File: config.mk
export PLATFORM = sky130hd
export DESIGN_NAME = trig_demand_ctrl
export DESIGN_NICKNAME = d
export VERILOG_FILES = /design/src/hw/trig_demand_ctrl.v /design/src/hw/trig_pulse_stretch.v
export VERILOG_INCLUDE_DIRS = /design/src /design/src/pkg
export SDC_FILE = /design/constraint.sdc
export NUM_CORES = 1
export LEC_CHECK = 0
export BUFFER_PORTS_ARGS = -buffer_cell sky130_fd_sc_hd__buf_2
export CORE_AREA = 8 8 255 183
export CTS_CLUSTER_SIZE = 12
export DETAILED_ROUTE_END_ITERATION = 7
export DIE_AREA = 0 0 263 191
export GPL_ROUTABILITY_DRIVEN = 0
export SYNTH_ARGS = -nofsm -noshare
export SYNTH_HDL_FRONTEND = slang
export SYNTH_SLANG_ARGS = --single-unit
File: constraint.sdc
create_clock -name clk -period 2.4 [get_ports clk]
set_input_delay 0.36 -clock clk [delete_from_list [all_inputs] [get_ports clk]]
set_output_delay 0.36 -clock clk [all_outputs]
set_load 0.005 [all_outputs]
File: src/pkg/trig_demand_defs.vh
// Constants for the trigger sourcing and demand reporting block.
// Assumes inclusion by bare name from the design files; definitions only.
`ifndef TRIG_DEMAND_DEFS_VH
`define TRIG_DEMAND_DEFS_VH

// =====================================================================
// Register offsets
`define OFF_IDENTITY_LOGICAL_ADDRESS 8'h00
`define OFF_DEVICE_TYPE_CODE 8'h02
`define OFF_CONFIG_STATUS_CONTROL 8'h04
`define OFF_INTERRUPT_LINE_MONITOR_MASK 8'h18
`define OFF_TRIGGER_PULSE_SOURCE 8'h20
`define OFF_BROADCAST_TRIGGER_PATTERN 8'h24
`define OFF_BROADCAST_DELAY_COUNT 8'h28
`define OFF_CONTROL_STATUS_REGISTER 8'h2c
`define OFF_DEMAND_QUEUE_REGISTER 8'h30
`define OFF_IRQ_STATUS 8'h34
`define OFF_IRQ_MASK 8'h38

// =====================================================================
// Field layouts
`define TRIG_W 12
`define IRQ_LINES 7
`define CSR_DLY_ENA 5
`define CSR_DEMAND_MESSAGE_ENABLE 9
`define CSR_DEMAND_PENDING_FLAG 10
`define DSC_W 4
`define DATA_W 16

// Status and mask bits of the interrupt registers.
`define EV_DEMAND 0
`define EV_BCAST 1
`define EV_TRIG 2
`define EV_W 3

// =====================================================================
// Reset values
`define RST_ZERO16 16'h0000
`define RST_ID_READ 16'h0000
`define RST_TYPE_CODE 16'h0000

// =====================================================================
// Timing
`define CLK_PERIOD_PS 4000
`define PULSE_PS 200000
`define PULSE_CYC (`PULSE_PS / `CLK_PERIOD_PS)

`endif

File: src/hw/trig_demand_ctrl.v
// Trigger sourcing, broadcast trigger delay and demand reporting logic.
// Assumes a register port master synchronous to clk and an external
// demand FIFO and highway transmitter that answer in the same clock.
`timescale 1ns/1ps
`include "trig_demand_defs.vh"

module trig_demand_ctrl #(
  parameter TICK_CYC = `PULSE_CYC
)
(
  // Clock and reset
  input wire clk,
  input wire srst,
  // Register port
  input wire [7:0] reg_addr,
  input wire [15:0] reg_wdata,
  input wire reg_wr,
  input wire reg_rd,
  output reg [15:0] reg_rdata,
  // Bus interrupt request lines 7 to 1, bit 0 is line 1
  input wire [6:0] irq_lines,
  // Broadcast trigger message arrival, one-cycle pulse
  input wire bcast_msg,
  // Demand queue write side and state
  output reg demand_push,
  output reg [3:0] demand_source,
  input wire demand_queue_empty,
  input wire [3:0] demand_queue_head,
  output reg demand_pop,
  // Highway demand message transmitter
  output reg demand_msg_valid,
  output reg [3:0] demand_msg_source,
  input wire demand_msg_ready,
  // Trigger outputs
  output reg [7:0] ttl_trigger,
  output reg [1:0] ecl_trigger,
  output reg panel_trigger_out_a,
  output reg panel_trigger_out_b,
  // Interrupt
  output reg irq_out
);

  // ===================================================================
  // Functions
  function sel;
    input [7:0] a;
    input [7:0] off;
    begin
      sel = (a == off);
    end
  endfunction

  function [3:0] lowest_level;
    input [6:0] v;
    integer i;
    begin
      lowest_level = 4'h0;
      for (i = `IRQ_LINES - 1; i >= 0; i = i - 1)
        if (v[i])
          lowest_level = i[3:0] + 4'h1;
    end
  endfunction

  // ===================================================================
  // Registers
  reg [6:0] irq_mon_mask_r;
  reg [`TRIG_W-1:0] bcast_pattern_r;
  reg [15:0] delay_count_r;
  reg dly_ena_r;
  reg demand_message_enable_r;
  reg [`EV_W-1:0] ev_status_r;
  reg [`EV_W-1:0] ev_mask_r;
  reg [6:0] irq_prev_r;
  reg [6:0] irq_pend_r;
  reg [`TRIG_W-1:0] src_fire_r;
  reg [`TRIG_W-1:0] bc_fire_r;
  reg bc_wait_r;
  reg [15:0] bc_left_r;
  reg [7:0] tick_r;
  reg sending_r;
  wire [`TRIG_W-1:0] trig_pulse;
  wire [`TRIG_W-1:0] fire_any;
  wire [6:0] irq_rise;
  wire [3:0] next_level;
  reg [`EV_W-1:0] ev_set;

  assign irq_rise = irq_lines & ~irq_prev_r & irq_mon_mask_r;
  assign next_level = lowest_level(irq_pend_r);
  assign fire_any = src_fire_r | bc_fire_r;

  // ===================================================================
  // Register writes
  always @(posedge clk)
  begin
    if (srst)
    begin
      irq_mon_mask_r <= 7'h00;
      bcast_pattern_r <= 12'h000;
      delay_count_r <= `RST_ZERO16;
      dly_ena_r <= 1'b0;
      demand_message_enable_r <= 1'b0;
      ev_mask_r <= 3'h0;
      src_fire_r <= 12'h000;
    end
    else
    begin
      src_fire_r <= 12'h000;
      if (reg_wr)
      begin
        if (sel(reg_addr, `OFF_INTERRUPT_LINE_MONITOR_MASK))
          irq_mon_mask_r <= reg_wdata[`IRQ_LINES-1:0];
        if (sel(reg_addr, `OFF_TRIGGER_PULSE_SOURCE))
          src_fire_r <= reg_wdata[`TRIG_W-1:0];
        if (sel(reg_addr, `OFF_BROADCAST_TRIGGER_PATTERN))
          bcast_pattern_r <= reg_wdata[`TRIG_W-1:0];
        if (sel(reg_addr, `OFF_BROADCAST_DELAY_COUNT))
          delay_count_r <= reg_wdata;
        if (sel(reg_addr, `OFF_CONTROL_STATUS_REGISTER))
        begin
          dly_ena_r <= reg_wdata[`CSR_DLY_ENA];
          demand_message_enable_r <= reg_wdata[`CSR_DEMAND_MESSAGE_ENABLE];
        end
        if (sel(reg_addr, `OFF_IRQ_MASK))
          ev_mask_r <= reg_wdata[`EV_W-1:0];
      end
    end
  end

  // ===================================================================
  // Broadcast trigger with optional delay
  always @(posedge clk)
  begin
    if (srst)
    begin
      bc_wait_r <= 1'b0;
      bc_left_r <= `RST_ZERO16;
      tick_r <= 8'h00;
      bc_fire_r <= 12'h000;
    end
    else
    begin
      bc_fire_r <= 12'h000;
      if (bcast_msg)
      begin
        // While the delay is enabled with a nonzero count, a new message restarts any delay still running.
        if (dly_ena_r && delay_count_r != 16'h0000)
        begin
          bc_wait_r <= 1'b1;
          bc_left_r <= delay_count_r;
          tick_r <= TICK_CYC[7:0] - 8'h01;
        end
        else
          bc_fire_r <= bcast_pattern_r;
      end
      else if (bc_wait_r)
      begin
        if (tick_r != 8'h00)
          tick_r <= tick_r - 8'h01;
        else if (bc_left_r == 16'h0001)
        begin
          bc_wait_r <= 1'b0;
          bc_left_r <= 16'h0000;
          bc_fire_r <= bcast_pattern_r;
        end
        else
        begin
          bc_left_r <= bc_left_r - 16'h0001;
          tick_r <= TICK_CYC[7:0] - 8'h01;
        end
      end
    end
  end

  trig_pulse_stretch #(
    .LINES(`TRIG_W),
    .CYC(`PULSE_CYC)
  ) u_stretch (
    .clk(clk),
    .srst(srst),
    .fire(fire_any),
    .pulse_out(trig_pulse)
  );

  always @(posedge clk)
  begin
    if (srst)
    begin
      ttl_trigger <= 8'h00;
      ecl_trigger <= 2'h0;
      panel_trigger_out_a <= 1'b0;
      panel_trigger_out_b <= 1'b0;
    end
    else
    begin
      ttl_trigger <= trig_pulse[7:0];
      ecl_trigger <= trig_pulse[9:8];
      panel_trigger_out_a <= trig_pulse[10];
      panel_trigger_out_b <= trig_pulse[11];
    end
  end

  // ===================================================================
  // Demand creation and messaging
  // Simultaneous edges are queued one per cycle, lowest level first.
  always @(posedge clk)
  begin
    if (srst)
    begin
      irq_prev_r <= 7'h00;
      irq_pend_r <= 7'h00;
      demand_push <= 1'b0;
      demand_source <= 4'h0;
      demand_pop <= 1'b0;
      demand_msg_valid <= 1'b0;
      demand_msg_source <= 4'h0;
      sending_r <= 1'b0;
    end
    else
    begin
      irq_prev_r <= irq_lines;
      demand_push <= 1'b0;
      demand_pop <= 1'b0;
      if (next_level != 4'h0)
      begin
        demand_push <= 1'b1;
        demand_source <= next_level;
        irq_pend_r <= (irq_pend_r & ~(7'h01 << (next_level - 4'h1))) | irq_rise;
      end
      else
        irq_pend_r <= irq_pend_r | irq_rise;
      // The transmitter interleaves these into outbound data on ready.
      if (sending_r)
      begin
        if (demand_msg_ready)
        begin
          demand_msg_valid <= 1'b0;
          demand_pop <= 1'b1;
          sending_r <= 1'b0;
        end
      end
      else if (demand_message_enable_r && !demand_queue_empty && !demand_pop)
      begin
        demand_msg_valid <= 1'b1;
        demand_msg_source <= demand_queue_head;
        sending_r <= 1'b1;
      end
    end
  end

  // ===================================================================
  // Event status, interrupt and read port
  always @*
  begin
    ev_set = 3'h0;
    ev_set[`EV_DEMAND] = demand_push;
    ev_set[`EV_BCAST] = |bc_fire_r;
    ev_set[`EV_TRIG] = |src_fire_r;
  end

  always @(posedge clk)
  begin
    if (srst)
    begin
      ev_status_r <= 3'h0;
      irq_out <= 1'b0;
      reg_rdata <= `RST_ZERO16;
    end
    else
    begin
      // A new event wins over a simultaneous write-one clear.
      if (reg_wr && sel(reg_addr, `OFF_IRQ_STATUS))
        ev_status_r <= (ev_status_r & ~reg_wdata[`EV_W-1:0]) | ev_set;
      else
        ev_status_r <= ev_status_r | ev_set;
      irq_out <= |(ev_status_r & ev_mask_r);
      reg_rdata <= `RST_ZERO16;
      if (reg_rd)
      begin
        // Write-only registers and unmapped addresses read as zero.
        if (sel(reg_addr, `OFF_IDENTITY_LOGICAL_ADDRESS))
          reg_rdata <= `RST_ID_READ;
        else if (sel(reg_addr, `OFF_DEVICE_TYPE_CODE))
          reg_rdata <= `RST_TYPE_CODE;
        else if (sel(reg_addr, `OFF_BROADCAST_DELAY_COUNT))
          reg_rdata <= delay_count_r;
        else if (sel(reg_addr, `OFF_CONTROL_STATUS_REGISTER))
        begin
          reg_rdata[`CSR_DLY_ENA] <= dly_ena_r;
          reg_rdata[`CSR_DEMAND_MESSAGE_ENABLE] <= demand_message_enable_r;
          reg_rdata[`CSR_DEMAND_PENDING_FLAG] <= ~demand_queue_empty;
        end
        else if (sel(reg_addr, `OFF_DEMAND_QUEUE_REGISTER))
          reg_rdata <= {12'h000, demand_queue_head};
        else if (sel(reg_addr, `OFF_IRQ_STATUS))
          reg_rdata <= {13'h0000, ev_status_r};
        else if (sel(reg_addr, `OFF_IRQ_MASK))
          reg_rdata <= {13'h0000, ev_mask_r};
      end
    end
  end

endmodule

File: src/hw/trig_pulse_stretch.v
// One pulse stretcher per trigger output line.
// Assumes a one-cycle fire strobe synchronous to clk.
`timescale 1ns/1ps
`include "trig_demand_defs.vh"

module trig_pulse_stretch #(
  parameter LINES = `TRIG_W,
  parameter CYC = `PULSE_CYC
)
(
  // Clock and reset
  input wire clk,
  input wire srst,
  // Fire strobes, one per line
  input wire [LINES-1:0] fire,
  // Stretched outputs, registered
  output reg [LINES-1:0] pulse_out
);

  genvar g;
  generate
    for (g = 0; g < LINES; g = g + 1)
    begin : line
      reg [7:0] cnt_r;
      always @(posedge clk)
      begin
        if (srst)
        begin
          cnt_r <= 8'h00;
          pulse_out[g] <= 1'b0;
        end
        else if (fire[g])
        begin
          // A new fire restarts the full width rather than cutting it short.
          cnt_r <= CYC[7:0] - 8'h01;
          pulse_out[g] <= 1'b1;
        end
        else if (cnt_r != 8'h00)
        begin
          cnt_r <= cnt_r - 8'h01;
        end
        else
        begin
          pulse_out[g] <= 1'b0;
        end
      end
    end
  endgenerate

endmodule

=== After elaboration in Yosys (flattened, before gate mapping) ===
Index checks and enable logic that the tools add are counted.

* Equality and inequality tests: 26
* Bitwise gates (word level): 18
* Reductions and logical operators: 63
* Mux-type cells: 94
* Shifts and indexed selects: 1
* $add $sub $neg: 15

{| class="wikitable"
|+ Operators by type and width
! operator !! count
|-
| 2-to-1 mux 6 bit || 24
|-
| 2-to-1 mux 16 bit || 8
|-
| nonzero test 8 bit || 13
|-
| subtractor 8 x 1 -> 8 bit, second input constant || 13
|-
| 2-to-1 mux 12 bit || 5
|-
| equality test 8 x 6 -> 1 bit, second input constant || 7
|-
| 2-to-1 mux 8 bit || 5
|-
| 2-to-1 mux 1 bit || 38
|-
| inequality test 2 bit, second input constant || 14
|-
| nonzero test 2 bit || 14
|-
| OR reduction 2 bit || 13
|-
| 2-to-1 mux 4 bit || 6
|-
| OR reduction 12 bit || 2
|-
| bitwise AND 7 bit || 3
|-
| equality test 16 x 1 -> 1 bit, second input constant || 1
|-
| nonzero test 16 bit || 1
|-
| subtractor 16 x 1 -> 16 bit, second input constant || 1
|-
| NOT 7 bit || 2
|-
| bitwise OR 7 bit || 2
|-
| AND reduction 2 bit || 7
|-
| 2-to-1 mux 3 bit || 4
|-
| bitwise OR 12 bit || 1
|-
| 2-to-1 mux 5 bit || 2
|-
| equality test 8 x 2 -> 1 bit, second input constant || 1
|-
| 18 further kinds || 30
|}

* Flip-flop bits (word level): 255
* Output and inout port bits: 40

=== Logic depth before layout (Yosys ltp) ===
* Word-level depth: 13
* Gate-level depth with buffers: 8
* Gate-level depth less buffers: 7

=== Hierarchy ===
From an unflattened synthesis, not the netlist that was laid out.

* Cells, all modules: 1,236
* Area total of the unflattened synthesis: 11,234.5 um^2

{| class="wikitable"
|+ By module, submodules not included
! module !! instances !! area each (um^2) !! cells each
|-
| trig_demand_ctrl || 1 || 5,985.7 || 638
|-
| trig_pulse_stretch || 1 || 5,248.8 || 598
|}

=== Least setup slack after synthesis ===
Ideal clock, no wire load.

* Kind: reg2reg
* From: register u_stretch.line[0].cnt_r[0]
* To: register u_stretch.line[0].cnt_r[1]
* Arrival: 1.940 ns
* Path buffers: 0
* Library setup time: 0.103 ns
* Period minus slack after synthesis: 2.044 ns
* Stages on the path, launching flop included: 7
* Setup slack: 0.356 ns
* Path through: dfxtp_1 inv_1 ha_1 or3b_1 or3_1 or3_1 a2111oi_2

* Word-level cells in the longest chain between the ends: 1

{| class="wikitable"
|+ RTL lines
! item !! RTL line !! text
|-
| start: declaration || trig_pulse_stretch.v:24 || <nowiki>reg [7:0] cnt_r;</nowiki>
|-
| start signal: assignment || trig_pulse_stretch.v:35 || <nowiki>cnt_r <= CYC[7:0] - 8'h01;</nowiki>
|-
| start signal: assignment || trig_pulse_stretch.v:40 || <nowiki>cnt_r <= cnt_r - 8'h01;</nowiki>
|-
| subtractor 8 x 1 -> 8 bit or nonzero test 8 bit (tied branches) || trig_pulse_stretch.v:40, trig_pulse_stretch.v:38 ||
|}

Parallel ways exist; a longest one is shown, timed or not.
A chain may end at the register's enable or synchronous reset.

=== Final worst setup path ===
Same ends and word-level chain as after synthesis.

==> impl_metrics.py <==
metrics = {
    "routing": {
        "antenna_left": 0,
        "drtIter0Drc": 597,
        "vias": 8361,
        "via_per_inst": 4.607,
        "firstDrtPassIters": 5,
        "routed_wl_mm": 26.37,
        "drc": 0,
        "routedWlPerCell_um": 14.53,
    },
    "floorplan": {
        "ios": 82,
        "dieArea_um2": 50230,
        "rows": 64,
        "coreArea_um2": 42920,
        "initial_core_util_pct": 24.48,
        "die_h_um": 191,
        "die_w_um": 263,
    },
    "power_and_ir_drop": {
        "peakVddDrop_mv": 0.4755,
        "p_per_area_nw_per_um2": 1064,
        "p_leak_uw": 0.004824,
    },
    "timing": {
        "maxSlewHeadroom_pct": 49.95,
        "setup_viol": 0,
        "finalCriticalPeriod_ps": 2242,
        "grt_setup_unrepaired": "no",
        "period_share_pct": 93.43,
        "holdWs_ps": 30.64,
        "max_slew.worst_pin.slew_ps": 748.8,
        "slew_violations": 0,
        "finClkSkew_ps": 20.10,
        "fmax_mhz": 446.0,
        "final-hold-violation-count": 0,
        "setup_tns_ps": 0,
    },
    "synthesis": {
        "synth.distinct_cells": 72,
        "syn-instance-count": 1152,
        "ys_seq_area_share_pct": 48.40,
        "synth_top_cell_area_share_pct": 48.40,
        "async_flop_share_pct": 0,
        "syn_nets": 1213,
        "synthFlopType": "dfxtp_1",
        "syn_avg_cell_area_um2": 9.119,
        "synthTopCellsByArea": "dfxtp_1 (48%), a21oi_1 (5.1%), nor2_1 (5.0%)",
        "synth_area_leader_cell": "dfxtp_1",
        "netlist_area_um2": 10510,
        "yosysWarningCount": 0,
        "synth-seq-cells": 254,
        "synth-edff-count": 0,
    },
    "final_layout": {
        "layout_common_cells": "dfxtp_1 (254), nor2_1 (141), a21oi_1 (108), buf_2 (79), nand2_1 (70)",
        "antenna_cells": 0,
        "seq_area_um2": 5085,
        "layout_commonest_cell": "dfxtp_1",
        "drive_gt1_share_pct": 14.35,
        "area_growth_pct": 18.73,
        "fillCellCount": 4516,
        "fin_nets": 1302,
        "multi_input_comb_area_um2": 5040,
    },
    "clock_tree": {
        "clockRootBuffer": "clkbuf_16",
        "clkTransAtPathRegs_ps": 60,
        "cts_tree": "yes",
        "clk_path_buf_depth": 3,
        "worstSkewPairLatency_ps": 550,
        "clock-sinks": 254,
        "htreeDepth": 1,
        "cts_hold_buf": 0,
        "cts_inserted_buffers": 27,
    },
    "job": {
        "maxCapViolations": 0,
    },
    "critical_path": {
        "cp-start-kind": "register",
        "cp.arrival_ps": 2680,
        "criticalPathCategory": "reg -> reg",
        "required_ps": 2840,
        "setup.worst_path.end_class": "register",
        "worstPathMaxFanout": 3,
    },
    "outcome": {
        "status": "complete, no violations",
    },
    "grt": {
        "grt_first_pass_wirelength_mm": 42.57,
        "track_usage_pct": 10.12,
        "antenna_found_initial": 1,
        "grt_pass1_vias": 8006,
        "overflow": 0,
        "grt_max_degree": 59,
    },
    "placement": {
        "hpwl_mm": 19.10,
        "port_buffers": 80,
    },
    "min_path": {
        "hp-class": "in -> reg",
    },
}
metrics by stage:
stage                     instances  area (µm²)  total power, µW  utilization, %  setup slack [ps]
after CTS                      1815       12460            13430           29.04             162.0
final                          1815       12470            13270           29.06             157.8
after detailed placement       1773       11620             9263           27.07             186.0
after floorplan                1152       10510             8608               -             356.5
after global placement         1773       11620             9120           27.07             293.6
after global routing           1815       12470            14180           29.06             47.62
per-layer routing:
layer  routed length, µm  vias up  track usage, %
met2               10760      200           14.92
li1                    -     4204               -
met5                   0        -               0
met4                 665        0           2.718
met1               13480     3914           14.54
met3                1466       43           2.455
what timing repair did:
| item | CTS | global route |
|---|---|---|
| setup endpoints to repair | 0 | 1 |
| buffers inserted | 0 | 0 |
| gates resized for setup | 0 | 1 |
power by group:
group	internal [µW]	leakage (µW)	switching, µW	total, µW
logic	1840	0.00234	1920	3760
clock network	2400	0.000418	1670	4070
registers	4880	0.00207	559	5430
total	9120	0.00482	4150	13300
logic make-up after synthesis:
group                    count (synthesis)  share of synthesized area [%]
AO/OA/AOI/OAI                          213                          13.10
AND/OR/NAND/NOR                        474                          24.08
flip-flops                             254                          48.40
other                                    1                        0.03570
multiplexers                            27                          2.573
XOR/XNOR                                68                          5.669
adder cells (fa/ha/maj)                 19                          2.263
buffers and inverters                   96                          3.871
final cells by class:
class	instances	share of cell area, %
flip-flops and latches	254	40.77
clock buffers	36	6.089
clock inverters	6	0.7022
well taps	561	5.627
repair buffers	102	4.785
inverters	54	1.625
multi-input cells	802	40.41
cells in the mapped netlist, types with 11 or more instances:
cell / number
nand3_1: 17
nand4_1: 12
xnor2_1: 54
clkbuf_1: 29
o21ai_0: 15
nand2_1: 70
inv_1: 54
nand2b_1: 18
mux2i_1: 27
dfxtp_1: 254
nand3b_1: 16
or3_1: 25
or4_1: 11
and2_1: 32
xor2_1: 14
nor2_1: 141
a31oi_1: 12
nor3_1: 51
a21oi_1: 108
o31ai_1: 18
nor2b_1: 23
nor4_1: 18
ha_1: 19
critical path, cell delays in order, from the launching register on:
cell	delay (ps)
dfxtp_1	320
inv_1	100
ha_1	190
or3b_1	390
or3_1	380
or3_1	380
a2111oi_2	380
final timing paths:
path / cells after the start / slack, ps / start / to
setup reg to reg: 6 / 160 / u_stretch.line[0].cnt_r[0] / u_stretch.line[0].cnt_r[1]
setup / recovery: 6 / 160 / u_stretch.line[0].cnt_r[0] / u_stretch.line[0].cnt_r[1]
hold / removal: 2 / 30 / demand_queue_empty / reg_rdata[10]
hold reg to reg: 2 / 450 / u_stretch.pulse_out[9] / u_stretch.pulse_out[9]
flip-flops by register name, summed over array words and instances, names as in the netlist, 2 cells and up:
register,cells
ttl_trigger,8
demand_source,3
tick_r,8
ev_mask_r,3
reg_rdata,16
u_stretch.line.cnt_r,96
bc_left_r,16
irq_prev_r,7
irq_mon_mask_r,7
u_stretch.pulse_out,12
bc_fire_r,12
irq_pend_r,7
demand_msg_source,4
bcast_pattern_r,12
ev_status_r,3
ecl_trigger,2
src_fire_r,12
delay_count_r,16
Note: power is estimated with default switching activity, not from simulation.
